## config.mk

```make
export PLATFORM = sky130hd
export DESIGN_NAME = ptm_top
export DESIGN_NICKNAME = d
export VERILOG_FILES = /design/src/shared/ptm_pkg.sv /design/src/shared/ptm_cmp_if.sv /design/src/verilog/ptm_str_cmp.sv /design/src/verilog/ptm_top.sv
export SDC_FILE = /design/constraint.sdc
export NUM_CORES = 2
export LEC_CHECK = 0
export BUFFER_PORTS_ARGS = -buffer_cell sky130_fd_sc_hd__buf_4
export CAP_MARGIN = 20
export CELL_PAD_IN_SITES_DETAIL_PLACEMENT = 1
export CELL_PAD_IN_SITES_GLOBAL_PLACEMENT = 1
export CORE_MARGIN = 1.5
export CORE_UTILIZATION = 50
export DETAILED_ROUTE_END_ITERATION = 16
export HOLD_SLACK_MARGIN = 0.08
export PLACE_DENSITY = 0.87
export SYNTH_ARGS = -nofsm -noshare
export SYNTH_HDL_FRONTEND = slang
export SYNTH_HIERARCHICAL = 1
export SYNTH_SLANG_ARGS = --single-unit
export TNS_END_PERCENT = 20
```

## constraint.sdc

```tcl
create_clock -name mclk_i -period 7.26 [get_ports mclk_i]
set_input_delay 0 -clock mclk_i [delete_from_list [all_inputs] [get_ports mclk_i]]
set_output_delay 0 -clock mclk_i [all_outputs]
set_load 0.05 [all_outputs]
```

## src/shared/ptm_pkg.sv

```systemverilog
package ptm_pkg;

  // ****************************************************************
  // string geometry
  // ****************************************************************
  localparam int unsigned STR_LEN   = 64;                 // bytes in one trace string
  localparam int unsigned IDX_W     = 6;                  // byte index width
  localparam logic [5:0]  IDX_FIRST = 6'h00;
  localparam logic [5:0]  IDX_LAST  = 6'h3F;
  localparam logic [5:0]  IDX_STEP  = 6'h01;
  localparam logic [7:0]  NULL_BYTE = 8'h00;              // empty string filler

  // ****************************************************************
  // modes and selectors
  // ****************************************************************
  typedef enum logic [1:0] {
    PTM_MODE_OFF    = 2'b00,
    PTM_MODE_AUTO   = 2'b01,
    PTM_MODE_MANUAL = 2'b10
  } ptm_mode_t;

  typedef enum logic [1:0] {
    PTM_SEL_TX   = 2'b00,
    PTM_SEL_EXP  = 2'b01,
    PTM_SEL_RCVD = 2'b10
  } ptm_sel_t;

endpackage

```

## src/shared/ptm_cmp_if.sv

```systemverilog
`timescale 1ns/100ps
`default_nettype none

// byte-serial link between the receive sequencer and the comparator
interface ptm_cmp_if;
  logic       valid;      // aligned received byte present
  logic       first;      // byte 0 of a string
  logic       last;       // byte 63 of a string
  logic [7:0] rx_byte;
  logic [7:0] base_byte;  // baseline byte at the same index
  logic       done;       // one-cycle pulse after the last byte
  logic       diff;       // string differed, valid with done

  modport seq (output valid, first, last, rx_byte, base_byte, input done, diff);
  modport cmp (input valid, first, last, rx_byte, base_byte, output done, diff);
endinterface

`default_nettype wire

```

## src/verilog/ptm_str_cmp.sv

```systemverilog
`timescale 1ns/100ps
`default_nettype none

module ptm_str_cmp (
  input  wire logic mclk_i,
  input  wire logic rst_n_i,
  ptm_cmp_if.cmp    cmp_if
);

  // ****************************************************************
  // running mismatch over one string
  // ****************************************************************
  logic acc_q;
  logic acc_d;
  logic byte_ne;

  // compare this byte and fold into the string result
  always_comb begin
    byte_ne = (cmp_if.rx_byte != cmp_if.base_byte);
    acc_d   = cmp_if.first ? byte_ne : (acc_q | byte_ne);
  end

  // accumulator, restarted by every byte 0
  always_ff @(posedge mclk_i or negedge rst_n_i) begin
    if (!rst_n_i) begin
      acc_q <= 1'b0;
    end else if (cmp_if.valid) begin
      acc_q <= acc_d;
    end
  end

  // ****************************************************************
  // result at end of string
  // ****************************************************************
  logic done_q;
  logic diff_q;

  always_ff @(posedge mclk_i or negedge rst_n_i) begin
    if (!rst_n_i) begin
      done_q <= 1'b0;
      diff_q <= 1'b0;
    end else begin
      done_q <= cmp_if.valid & cmp_if.last;
      if (cmp_if.valid & cmp_if.last) begin
        diff_q <= acc_d;
      end
    end
  end

  assign cmp_if.done = done_q;
  assign cmp_if.diff = diff_q;

  // a differing last byte must always give a differing result
  last_byte_diff_a: assert property (@(posedge mclk_i) disable iff (!rst_n_i)
    cmp_if.valid && cmp_if.last && (cmp_if.rx_byte != cmp_if.base_byte)
      |=> cmp_if.done && cmp_if.diff)
    else $error("differing last byte not reported");

endmodule

`default_nettype wire

```

## src/verilog/ptm_top.sv

```systemverilog
`timescale 1ns/100ps
`default_nettype none

// Overview of operation
// - trace string is 64 repeating J1 bytes
// - alarm when received string differs from baseline
// - auto mode learns first complete string
// - manual mode compares against provisioned expected
// - unprovisioned transmit string sends null bytes
// - defaults: mode off, transmit and expected strings null
// - receive-only build has no transmit path
module ptm_top #(
  parameter bit TX_EN = 1'b1
) (
  input  wire logic       mclk_i,
  input  wire logic       rst_n_i,
  input  wire logic       mode_wr_i,
  input  wire logic [1:0] mode_i,
  input  wire logic       defaults_i,
  input  wire logic       prov_wr_i,
  input  wire logic [1:0] prov_sel_i,
  input  wire logic [5:0] prov_addr_i,
  input  wire logic [7:0] prov_data_i,
  input  wire logic       rd_req_i,
  input  wire logic [1:0] rd_sel_i,
  input  wire logic [5:0] rd_addr_i,
  output logic      [7:0] rd_data_o,
  output logic            rd_valid_o,
  input  wire logic       rx_valid_i,
  input  wire logic       rx_first_i,
  input  wire logic [7:0] rx_byte_i,
  input  wire logic       tx_req_i,
  output logic      [7:0] tx_byte_o,
  output logic            tx_valid_o,
  output logic            tx_first_o,
  output logic      [1:0] mode_o,
  output logic            learned_o,
  output logic            alarm_o
);

  // ****************************************************************
  // provisioning state
  // ****************************************************************
  ptm_pkg::ptm_mode_t mode_q;
  logic [7:0]         tx_mem   [ptm_pkg::STR_LEN];
  logic [7:0]         exp_mem  [ptm_pkg::STR_LEN];
  logic [7:0]         lrn_mem  [ptm_pkg::STR_LEN];
  logic [7:0]         buf_mem  [ptm_pkg::STR_LEN];
  logic [7:0]         rcvd_mem [ptm_pkg::STR_LEN];
  logic               mode_chg;

  assign mode_chg = defaults_i | mode_wr_i;

  // mode register; defaults force it off
  always_ff @(posedge mclk_i or negedge rst_n_i) begin
    if (!rst_n_i) begin
      mode_q <= ptm_pkg::PTM_MODE_OFF;
    end else if (defaults_i) begin
      mode_q <= ptm_pkg::PTM_MODE_OFF;
    end else if (mode_wr_i) begin
      unique case (mode_i)
        ptm_pkg::PTM_MODE_AUTO:   mode_q <= ptm_pkg::PTM_MODE_AUTO;
        ptm_pkg::PTM_MODE_MANUAL: mode_q <= ptm_pkg::PTM_MODE_MANUAL;
        default:                  mode_q <= ptm_pkg::PTM_MODE_OFF;  // off and unused code
      endcase
    end
  end

  // transmit and expected strings, null after reset or defaults
  always_ff @(posedge mclk_i or negedge rst_n_i) begin
    if (!rst_n_i) begin
      for (int i = 0; i < ptm_pkg::STR_LEN; i++) begin
        tx_mem[i]  <= ptm_pkg::NULL_BYTE;
        exp_mem[i] <= ptm_pkg::NULL_BYTE;
      end
    end else if (defaults_i) begin
      for (int i = 0; i < ptm_pkg::STR_LEN; i++) begin
        tx_mem[i]  <= ptm_pkg::NULL_BYTE;
        exp_mem[i] <= ptm_pkg::NULL_BYTE;
      end
    end else if (prov_wr_i) begin
      if (TX_EN && prov_sel_i == ptm_pkg::PTM_SEL_TX) begin
        tx_mem[prov_addr_i] <= prov_data_i;
      end
      if (prov_sel_i == ptm_pkg::PTM_SEL_EXP) begin
        exp_mem[prov_addr_i] <= prov_data_i;
      end
    end
  end

  // ****************************************************************
  // transmit sequencer
  // ****************************************************************
  logic [5:0] tx_idx_q;

  // one byte per request, cycling over 64 positions
  always_ff @(posedge mclk_i or negedge rst_n_i) begin
    if (!rst_n_i) begin
      tx_idx_q   <= ptm_pkg::IDX_FIRST;
      tx_byte_o  <= ptm_pkg::NULL_BYTE;
      tx_valid_o <= 1'b0;
      tx_first_o <= 1'b0;
    end else begin
      tx_valid_o <= TX_EN & tx_req_i;
      if (TX_EN && tx_req_i) begin
        tx_byte_o  <= tx_mem[tx_idx_q];
        tx_first_o <= (tx_idx_q == ptm_pkg::IDX_FIRST);
        tx_idx_q   <= tx_idx_q + ptm_pkg::IDX_STEP;
      end
    end
  end

  // ****************************************************************
  // receive alignment
  // ****************************************************************
  logic [5:0] rx_cnt_q;
  logic       aligned_q;
  logic [5:0] rx_idx;
  logic       rx_take;
  logic       rx_last;

  assign rx_idx  = rx_first_i ? ptm_pkg::IDX_FIRST : rx_cnt_q;
  assign rx_take = rx_valid_i & (rx_first_i | aligned_q);
  assign rx_last = rx_take & (rx_idx == ptm_pkg::IDX_LAST);

  // byte counter; a string starts only at a first marker
  always_ff @(posedge mclk_i or negedge rst_n_i) begin
    if (!rst_n_i) begin
      rx_cnt_q  <= ptm_pkg::IDX_FIRST;
      aligned_q <= 1'b0;
    end else if (rx_take) begin
      rx_cnt_q  <= rx_idx + ptm_pkg::IDX_STEP;
      aligned_q <= ~rx_last;
    end
  end

  // ****************************************************************
  // received string hold
  // ****************************************************************
  always_ff @(posedge mclk_i or negedge rst_n_i) begin
    if (!rst_n_i) begin
      for (int i = 0; i < ptm_pkg::STR_LEN; i++) begin
        buf_mem[i]  <= ptm_pkg::NULL_BYTE;
        rcvd_mem[i] <= ptm_pkg::NULL_BYTE;
      end
    end else if (rx_take) begin
      buf_mem[rx_idx] <= rx_byte_i;
      if (rx_last) begin
        for (int i = 0; i < ptm_pkg::STR_LEN - 1; i++) begin
          rcvd_mem[i] <= buf_mem[i];
        end
        rcvd_mem[ptm_pkg::STR_LEN - 1] <= rx_byte_i;
      end
    end
  end

  // ****************************************************************
  // baseline learning
  // ****************************************************************
  logic learned_q;
  logic learn_act_q;
  logic is_auto;

  assign is_auto = (mode_q == ptm_pkg::PTM_MODE_AUTO);

  // capture the first complete string seen in auto mode
  always_ff @(posedge mclk_i or negedge rst_n_i) begin
    if (!rst_n_i) begin
      learned_q   <= 1'b0;
      learn_act_q <= 1'b0;
    end else if (mode_chg) begin
      learned_q   <= 1'b0;
      learn_act_q <= 1'b0;
    end else if (rx_take) begin
      if (rx_first_i) begin
        learn_act_q <= is_auto & ~learned_q & ~rx_last;
      end
      if (rx_last && is_auto && (learn_act_q || rx_first_i) && !learned_q) begin
        learned_q   <= 1'b1;
        learn_act_q <= 1'b0;
      end
    end
  end

  // learned string store
  always_ff @(posedge mclk_i or negedge rst_n_i) begin
    if (!rst_n_i) begin
      for (int i = 0; i < ptm_pkg::STR_LEN; i++) begin
        lrn_mem[i] <= ptm_pkg::NULL_BYTE;
      end
    end else if (rx_take && is_auto && !learned_q && (learn_act_q || rx_first_i)) begin
      lrn_mem[rx_idx] <= rx_byte_i;
    end
  end

  // ****************************************************************
  // comparison and alarm
  // ****************************************************************
  ptm_cmp_if cmp_bus ();
  logic cmp_en_q;
  logic alarm_q;

  assign cmp_bus.valid     = rx_take;
  assign cmp_bus.first     = rx_first_i;
  assign cmp_bus.last      = rx_last;
  assign cmp_bus.rx_byte   = rx_byte_i;
  assign cmp_bus.base_byte = is_auto ? lrn_mem[rx_idx] : exp_mem[rx_idx];

  ptm_str_cmp u_cmp (
    .mclk_i  (mclk_i),
    .rst_n_i (rst_n_i),
    .cmp_if  (cmp_bus)
  );

  // decide at byte 0 whether this string is checked
  always_ff @(posedge mclk_i or negedge rst_n_i) begin
    if (!rst_n_i) begin
      cmp_en_q <= 1'b0;
    end else if (mode_chg) begin
      cmp_en_q <= 1'b0;
    end else if (rx_take && rx_first_i) begin
      cmp_en_q <= (mode_q == ptm_pkg::PTM_MODE_MANUAL) | (is_auto & learned_q);
    end
  end

  // alarm follows each checked string: set on differ, clear on match
  always_ff @(posedge mclk_i or negedge rst_n_i) begin
    if (!rst_n_i) begin
      alarm_q <= 1'b0;
    end else if (mode_chg || mode_q == ptm_pkg::PTM_MODE_OFF) begin
      alarm_q <= 1'b0;
    end else if (cmp_bus.done && cmp_en_q) begin
      alarm_q <= cmp_bus.diff;
    end
  end

  assign alarm_o   = alarm_q;
  assign learned_o = learned_q;
  assign mode_o    = mode_q;

  // ****************************************************************
  // readback
  // ****************************************************************
  always_ff @(posedge mclk_i or negedge rst_n_i) begin
    if (!rst_n_i) begin
      rd_data_o  <= ptm_pkg::NULL_BYTE;
      rd_valid_o <= 1'b0;
    end else begin
      rd_valid_o <= rd_req_i;
      if (rd_req_i) begin
        unique case (rd_sel_i)
          ptm_pkg::PTM_SEL_TX:   rd_data_o <= TX_EN ? tx_mem[rd_addr_i] : ptm_pkg::NULL_BYTE;
          ptm_pkg::PTM_SEL_EXP:  rd_data_o <= exp_mem[rd_addr_i];
          ptm_pkg::PTM_SEL_RCVD: rd_data_o <= rcvd_mem[rd_addr_i];
          default:               rd_data_o <= ptm_pkg::NULL_BYTE;
        endcase
      end
    end
  end

  // ****************************************************************
  // checks
  // ****************************************************************
  alarm_off_mode_a: assert property (@(posedge mclk_i) disable iff (!rst_n_i)
    mode_q == ptm_pkg::PTM_MODE_OFF |-> !alarm_q)
    else $error("alarm raised while mode off");

  defaults_clear_a: assert property (@(posedge mclk_i) disable iff (!rst_n_i)
    defaults_i |=> mode_q == ptm_pkg::PTM_MODE_OFF && !alarm_q && !learned_q
      && exp_mem[ptm_pkg::IDX_FIRST] == ptm_pkg::NULL_BYTE)
    else $error("defaults did not restore off and null");

  alarm_clear_a: assert property (@(posedge mclk_i) disable iff (!rst_n_i)
    cmp_bus.done && cmp_en_q && !cmp_bus.diff && !mode_chg
      && mode_q != ptm_pkg::PTM_MODE_OFF |=> !alarm_q)
    else $error("alarm not cleared on matching string");

  alarm_raise_a: assert property (@(posedge mclk_i) disable iff (!rst_n_i)
    cmp_bus.done && cmp_en_q && cmp_bus.diff && !mode_chg
      && mode_q != ptm_pkg::PTM_MODE_OFF |=> alarm_q)
    else $error("alarm not raised on differing string");

  learn_done_a: assert property (@(posedge mclk_i) disable iff (!rst_n_i)
    rx_last && is_auto && learn_act_q && !learned_q && !mode_chg |=> learned_q)
    else $error("first auto string not learned");

  no_tx_a: assert property (@(posedge mclk_i) disable iff (!rst_n_i)
    !TX_EN |-> !tx_valid_o)
    else $error("receive-only build transmitted");

  tx_wrap_a: assert property (@(posedge mclk_i) disable iff (!rst_n_i)
    tx_req_i && tx_idx_q == ptm_pkg::IDX_LAST |=> tx_idx_q == ptm_pkg::IDX_FIRST)
    else $error("transmit index did not wrap after 64");

  rcvd_hold_a: assert property (@(posedge mclk_i) disable iff (!rst_n_i)
    rx_last |=> rcvd_mem[ptm_pkg::IDX_LAST] == $past(rx_byte_i))
    else $error("received string not held");

  manual_base_a: assert property (@(posedge mclk_i) disable iff (!rst_n_i)
    mode_q == ptm_pkg::PTM_MODE_MANUAL |-> cmp_bus.base_byte == exp_mem[rx_idx])
    else $error("manual baseline is not expected string");

  rd_answer_a: assert property (@(posedge mclk_i) disable iff (!rst_n_i)
    rd_req_i |=> rd_valid_o ##1 (!rd_valid_o || $past(rd_req_i)))
    else $error("readback valid misplaced");

endmodule

`default_nettype wire

```

======== After elaboration in Yosys (flattened, before gate mapping) ========
Index checks and enable logic that the tools add are counted.
storage, ports and cells
  register bits ........................... 2601
  input bits .............................. 43
  word-level logic and storage cells ...... 450
  output and inout bits ................... 23
operators by class
  mux-type cells .......................... 50
  $add $sub $neg .......................... 2
  magnitude comparators ................... 6
  reductions and logical operators ........ 31
  eq/ne operators ......................... 9
  bitwise gates (word level) .............. 16
operators by type and width
  cell                                                  count
  two-way mux 512 bit                                   6
  bitwise mux 512 bit                                   4
  binary-select mux 8 bit (select 6 bit)                6
  two-way mux 8 bit                                     15
  demux 8 bit (select 6 bit)                            2
  >= comparator 7 bit (second input constant)           4
  NOT 6 -> 7 bit                                        4
  one-hot mux 8 bit (3 select lines)                    1
  nonzero test 2 bit                                    8
  < comparator 7 x 1 -> 1 bit (second input constant)   2
  adder 6 x 1 -> 6 bit (second input constant)          2
  two-way mux 1 bit                                     12
  logical AND 1 bit                                     10
  AND reduction 2 bit                                   5
  equality test 2 x 1 -> 1 bit (second input constant)  4
  != test 8 bit                                         1
  bitwise AND 1 bit                                     6
  equality test 2 bit (second input constant)           3
  equality test 6 bit (second input constant)           1
  zero test 2 bit                                       3
  zero test 6 bit                                       1
  two-way mux 6 bit                                     1
  two-way mux 2 bit                                     2
  bitwise OR 1 bit                                      4
  other kinds (5)                                       7

======== Logic depth before layout (Yosys ltp) ========
  depth in word-level cells ............... 9
  mapped depth ............................ 17
  gate-level depth less buffers ........... 12

======== Hierarchy ========
The synthesis kept the hierarchy.
modules (own cells, without submodules)
  module       area an instance (um^2)  cells each  times used  seq. area each (um^2)
  ptm_top      123357.1                 11180       1           64812.2
  ptm_str_cmp  200.2                    20          1           75.1

======== Worst setup path before layout ========
Ideal clock, no wire load.
  path type ............................... register to register
  from .................................... reg rx_cnt_q[1]
  to ...................................... reg u_cmp.acc_q
  period minus slack after synthesis ...... 3.029 ns
  path buffers ............................ 4
  stages on the path, launching flop included .. 14
  arrival time ............................ 2.886 ns
  path slack .............................. 4.231 ns
  setup time .............................. 0.144 ns
  data required time ...................... 7.116 ns
  path through ............................ dfrtp_1 buf_2 nor4b_4 clkbuf_1 clkbuf_1 buf_1 a222oi_1 a31oi_1 o21ai_0 a32oi_1 xnor2_1 nand4_1 nor3_2 a31oi_1
between the ends
  longest elaborated chain between the ends .. 9
  elaborated cells between the ends (all ways) .. 12
  those cells by class .................... 1 x eq/ne; 9 x mux; 2 x bitwise
ends and longest elaborated chain
  element                                               RTL line           source
  start: declaration                                    ptm_top.sv:116     logic [5:0] rx_cnt_q;
  start signal: assignment                              ptm_top.sv:129     rx_cnt_q <= ptm_pkg::IDX_FIRST;
  start signal: assignment                              ptm_top.sv:132     rx_cnt_q <= rx_idx + ptm_pkg::IDX_STEP;
  two-way mux 6 bit (*)                                 ptm_top.sv:122     assign rx_idx = rx_first_i ? ptm_pkg::IDX_FIRST : rx_cnt_q;
  NOT 6 -> 7 bit (not written as such) (*)              ptm_top.sv:207     assign cmp_bus.base_byte = is_auto ? lrn_mem[rx_idx] : exp_mem[rx_idx];
  binary-select mux 8 bit (select 6 bit)                ptm_top.sv:207
  two-way mux 8 bit (not written as such) (2 in a row)  ptm_top.sv:207
  two-way mux 8 bit (*)                                 ptm_top.sv:207
  named net cmp_bus.base_byte[6]                        ptm_cmp_if.sv:10   logic [7:0] base_byte;
  != test 8 bit (*)                                     ptm_str_cmp.sv:19  byte_ne = (cmp_if.rx_byte != cmp_if.base_byte);
  bitwise OR 1 bit                                      ptm_str_cmp.sv:20  acc_d = cmp_if.first ? byte_ne : (acc_q | byte_ne);
  two-way mux 1 bit (*)                                 ptm_str_cmp.sv:20
  end signal: assignment                                ptm_str_cmp.sv:26  acc_q <= 1'b0;
  end signal: assignment                                ptm_str_cmp.sv:28  acc_q <= acc_d;
  end: declaration                                      ptm_str_cmp.sv:13  logic acc_q;
The timed path passes the listed nets; every way through them passes the cells marked *. The select of a mux whose other input is x is not followed.
A chain may end at the register's enable or synchronous reset.

======== Worst setup path after layout ========
  from .................................... reg rx_cnt_q[2]
  to ...................................... reg u_cmp.acc_q
Same word-level chain as after synthesis.

==> reports/metrics.csv <==
metric,value,unit
outcome,"finished, final reports clean",
cts_resized,0,
routabilityCongestion,0.957,
overflow,0,
drtPass1Iterations,13,
min_to,tx_idx_q[3],
p_per_area,247,nW/um^2
cts_buffers,292,
total_power,33800,uW
syn_area_per_cell,11.0,um^2
r2r_slack,1.58,ns
rsz0062_at_grt,no,
wl_per_cell,37.6,um
postRouteAntennaNets,0,
syn-cell-area,124000,um^2
final_cells,14363,
worstSetupPathType,register to register,
drt_iter0_markers,18200,
end_kind,register,
start_util,50.3,%
viasPerCell,7.46,
cts_tree,yes,
cap_violations,0,
worst_pin_slew,1.43,ns
drc,0,
synth_ff_type,dfrtp_1,
reg2reg_from,rx_cnt_q[2],
synth_fp_nets,11246,
nets,10950,
hold_viol,0,
io_pins,66,
design_area,137000,um^2
crit_required,8.04,ns
grt_pass1_vias,113332,
fillers,24954,
ys_seq_elements,2593,
skew,0.0710,ns
wirelength,541000,um
power_leakage,0.0616,uW
hold_start,tx_req_i,
vias,107214,
hpwl,288000,um
yosysWarnings,6,
clk_pin_slew,0.07,ns
clock.fmax,176,MHz
crit-reg2reg-capture,u_cmp/acc_q,
core_area,246000,um^2
syn_inst,11200,
setup_viol,0,
slew_viol_final,0,
min_period,5.68,ns
rr_worst_depth,10,
arrival,6.46,ns
clkLatencyLatePin,1.01,ns
rows,182,
htreeDepth,5,
maxSlewHeadroom,4.39,%
peakVddDrop,0.000273,V
postCtsSetupRepairBufs,0,
cts_sinks,2593,
startpoint_type,register,
grt_pass1_wl,793000,um
die_w,500,um
min_path_type,input pin to register,
tns,0,ns
finalCritPeriodShare,78.2,%
postPlaceCellArea,126000,um^2
cts_hold_buf,59,
synth_edf_count,0,
antenna_found_initial,57,
crit_fanout,62,
clk_path_buf_depth,4,
area_delta_synth_final,10.7,%
ys_async_sr_fraction,100,%
floorplan.die_area,250000,um^2
clockRootBuffer,clkbuf_16,
grt_usage,43.0,%
port_buffers,65,
drive_gt1_share,22.3,%
grt_max_degree,228,
place_inst,13743,
final_util,55.6,%
die_y,500,um
synth_cell_types,73,
hold_depth,5,
yosysSeqAreaShare,52.5,%
where the power goes:
group / internal [uW] / total [uW] / switching (uW)
Combinational: 973 / 3330 / 2350
Sequential: 14700 / 15200 / 483
Clock: 8580 / 15200 / 6650
registers in the layout, indices dropped and copies added (netlist names):
name and cells:
aligned_q 1, learn_act_q 1, tx_idx_q 6, rd_data_o 8, u_cmp/acc_q 1, tx_mem 512, learned_o 1, tx_byte_o 8
u_cmp/cmp_if.done 1, u_cmp/cmp_if.diff 1, lrn_mem 512, buf_mem 504, rx_cnt_q 6, tx_first_o 1, cmp_en_q 1, exp_mem 512
tx_valid_o 1, mode_o 2, alarm_o 1, rcvd_mem 512, rd_valid_o 1
layout make-up:
type,instances,area [um^2],area share [%]
clock inverter,68,668,0.489
inverter,13,51.3,0.0375
tap,3220,4030,2.95
sequential,2593,64900,47.5
clock buffer,428,8570,6.26
timing repair buffer,375,3520,2.57
antenna,37,92.6,0.0677
multi-input combinational,7629,54900,40.2
cell usage after synthesis (5+ instances only):
| cell type | n | area, um^2 |
|---|---|---|
| o22ai_1 | 58 | 363 |
| a21oi_1 | 940 | 4700 |
| xor2_1 | 5 | 43.8 |
| nand3b_1 | 13 | 97.6 |
| nand2_1 | 2757 | 10300 |
| nor3b_1 | 7 | 52.6 |
| nor2b_1 | 12 | 75.1 |
| xnor2_1 | 8 | 70.1 |
| a221oi_1 | 53 | 464 |
| nor2_1 | 366 | 1370 |
| mux2i_1 | 329 | 3290 |
| a222oi_1 | 122 | 1220 |
| nor2_4 | 19 | 214 |
| buf_1 | 53 | 199 |
| nor2_2 | 22 | 138 |
| nand3_1 | 420 | 2100 |
| a2111oi_0 | 7 | 61.3 |
| inv_1 | 12 | 45.0 |
| a22o_1 | 16 | 140 |
| buf_4 | 40 | 300 |
| dfrtp_1 | 2593 | 64900 |
| nand2b_1 | 10 | 62.6 |
| or4_1 | 6 | 45.0 |
| a211oi_1 | 9 | 67.6 |
| nand4_1 | 7 | 43.8 |
| a311oi_1 | 6 | 52.6 |
| and2_1 | 6 | 37.5 |
| mux2_2 | 1081 | 12200 |
| and2_0 | 5 | 31.3 |
| nor4_1 | 12 | 75.1 |
| o211ai_1 | 30 | 225 |
| clkbuf_1 | 777 | 2920 |
| or3b_2 | 5 | 43.8 |
| o221ai_1 | 27 | 236 |
| a31oi_1 | 90 | 563 |
| a221o_1 | 8 | 80.1 |
| or2_2 | 8 | 50.1 |
| nor3_1 | 39 | 195 |
| a22oi_1 | 169 | 1270 |
| o21ai_0 | 336 | 1680 |
| mux2_1 | 20 | 225 |
| mux4_2 | 546 | 12300 |
| or3_1 | 5 | 31.3 |
| buf_2 | 94 | 470 |
| o311ai_0 | 5 | 43.8 |
critical path, stage by stage, from the launching register on:
cell,delay (ns)
dfrtp_1,0.81
nor3_1,0.52
or2_4,0.68
buf_4,0.89
a22oi_1,0.32
a31oi_2,0.72
nor3_1,0.36
a22oi_1,0.34
xor2_1,0.13
nor3_1,0.40
a31oi_1,0.19
metal layers:
metal  wire length [um]  GRT usage, %  part of all wire [%]  vias to the layer above
met1             175000          49.3                    32                    54170
met3              73800          17.5                    14                     3691
met5                569         0.810                  0.11                        -
met2             237000          63.4                    44                    10143
met4              54600          34.5                    10                       38
li1                   -             -                     -                    39172
per-stage QoR:
stage / setup slack [ns] / hold slack (ns)
floorplan: 4.23 / -0.296
global placement: 2.19 / 0.0407
detailed placement: 2.03 / 0.0549
CTS: 1.67 / 0.0867
global route: 1.72 / 0.114
finish: 1.58 / 0.0972
cells in the final DEF, fill, tap and decap left out, types with 13 or more instances in the layout:
| master | netlist | routed |
|---|---|---|
| nor3_1 | 39 | 35 |
| buf_12 | 0 | 26 |
| mux2i_1 | 329 | 327 |
| o211ai_1 | 30 | 30 |
| nand2_1 | 2757 | 2753 |
| nand3_1 | 420 | 418 |
| dfrtp_1 | 2593 | 2590 |
| diode_2 | 0 | 37 |
| buf_4 | 40 | 257 |
| a31oi_1 | 90 | 89 |
| mux4_2 | 546 | 546 |
| nor2_2 | 22 | 26 |
| nor2_1 | 366 | 355 |
| a22o_1 | 16 | 16 |
| o21ai_0 | 336 | 335 |
| nor2_4 | 19 | 26 |
| o221ai_1 | 27 | 27 |
| o22ai_1 | 58 | 58 |
| clkinv_2 | 0 | 49 |
| dlygate4sd3_1 | 0 | 58 |
| a21oi_1 | 940 | 940 |
| clkbuf_8 | 0 | 62 |
| a222oi_1 | 122 | 122 |
| mux2_1 | 20 | 20 |
| a22oi_1 | 169 | 169 |
| clkbuf_1 | 777 | 68 |
| a221oi_1 | 53 | 52 |
| mux2_2 | 1081 | 1081 |
| clkbuf_16 | 0 | 298 |
| nand3b_1 | 13 | 13 |
logic make-up (layout without fill, tap and decap cells):
group / Yosys count / in the layout / synth area share (%)
flip-flops: 2593 / 2593 / 52.5
AO/OA/AOI/OAI: 1894 / 1894 / 9.17
adder cells (fa/ha/maj): 3 / 3 / 0.0304
multiplexers: 1976 / 1976 / 22.7
XOR/XNOR: 13 / 13 / 0.0922
other: 0 / 37 / 0
buffers and inverters: 978 / 884 / 3.19
AND/OR/NAND/NOR: 3743 / 3743 / 12.3
worst max-delay path by stage:
stage,from,to,slack [ns],depth (start not counted)
CTS,rx_cnt_q[2],u_cmp/acc_q,1.67,12
floorplan,rx_cnt_q[1],u_cmp/acc_q,4.23,13
global placement,rx_first_i,u_cmp/acc_q,2.19,13
detailed placement,rx_first_i,u_cmp/acc_q,2.03,13
global route,rx_cnt_q[2],u_cmp/acc_q,1.72,11
finish,rx_cnt_q[2],u_cmp/acc_q,1.58,10
(Power assumes the default switching activity.)
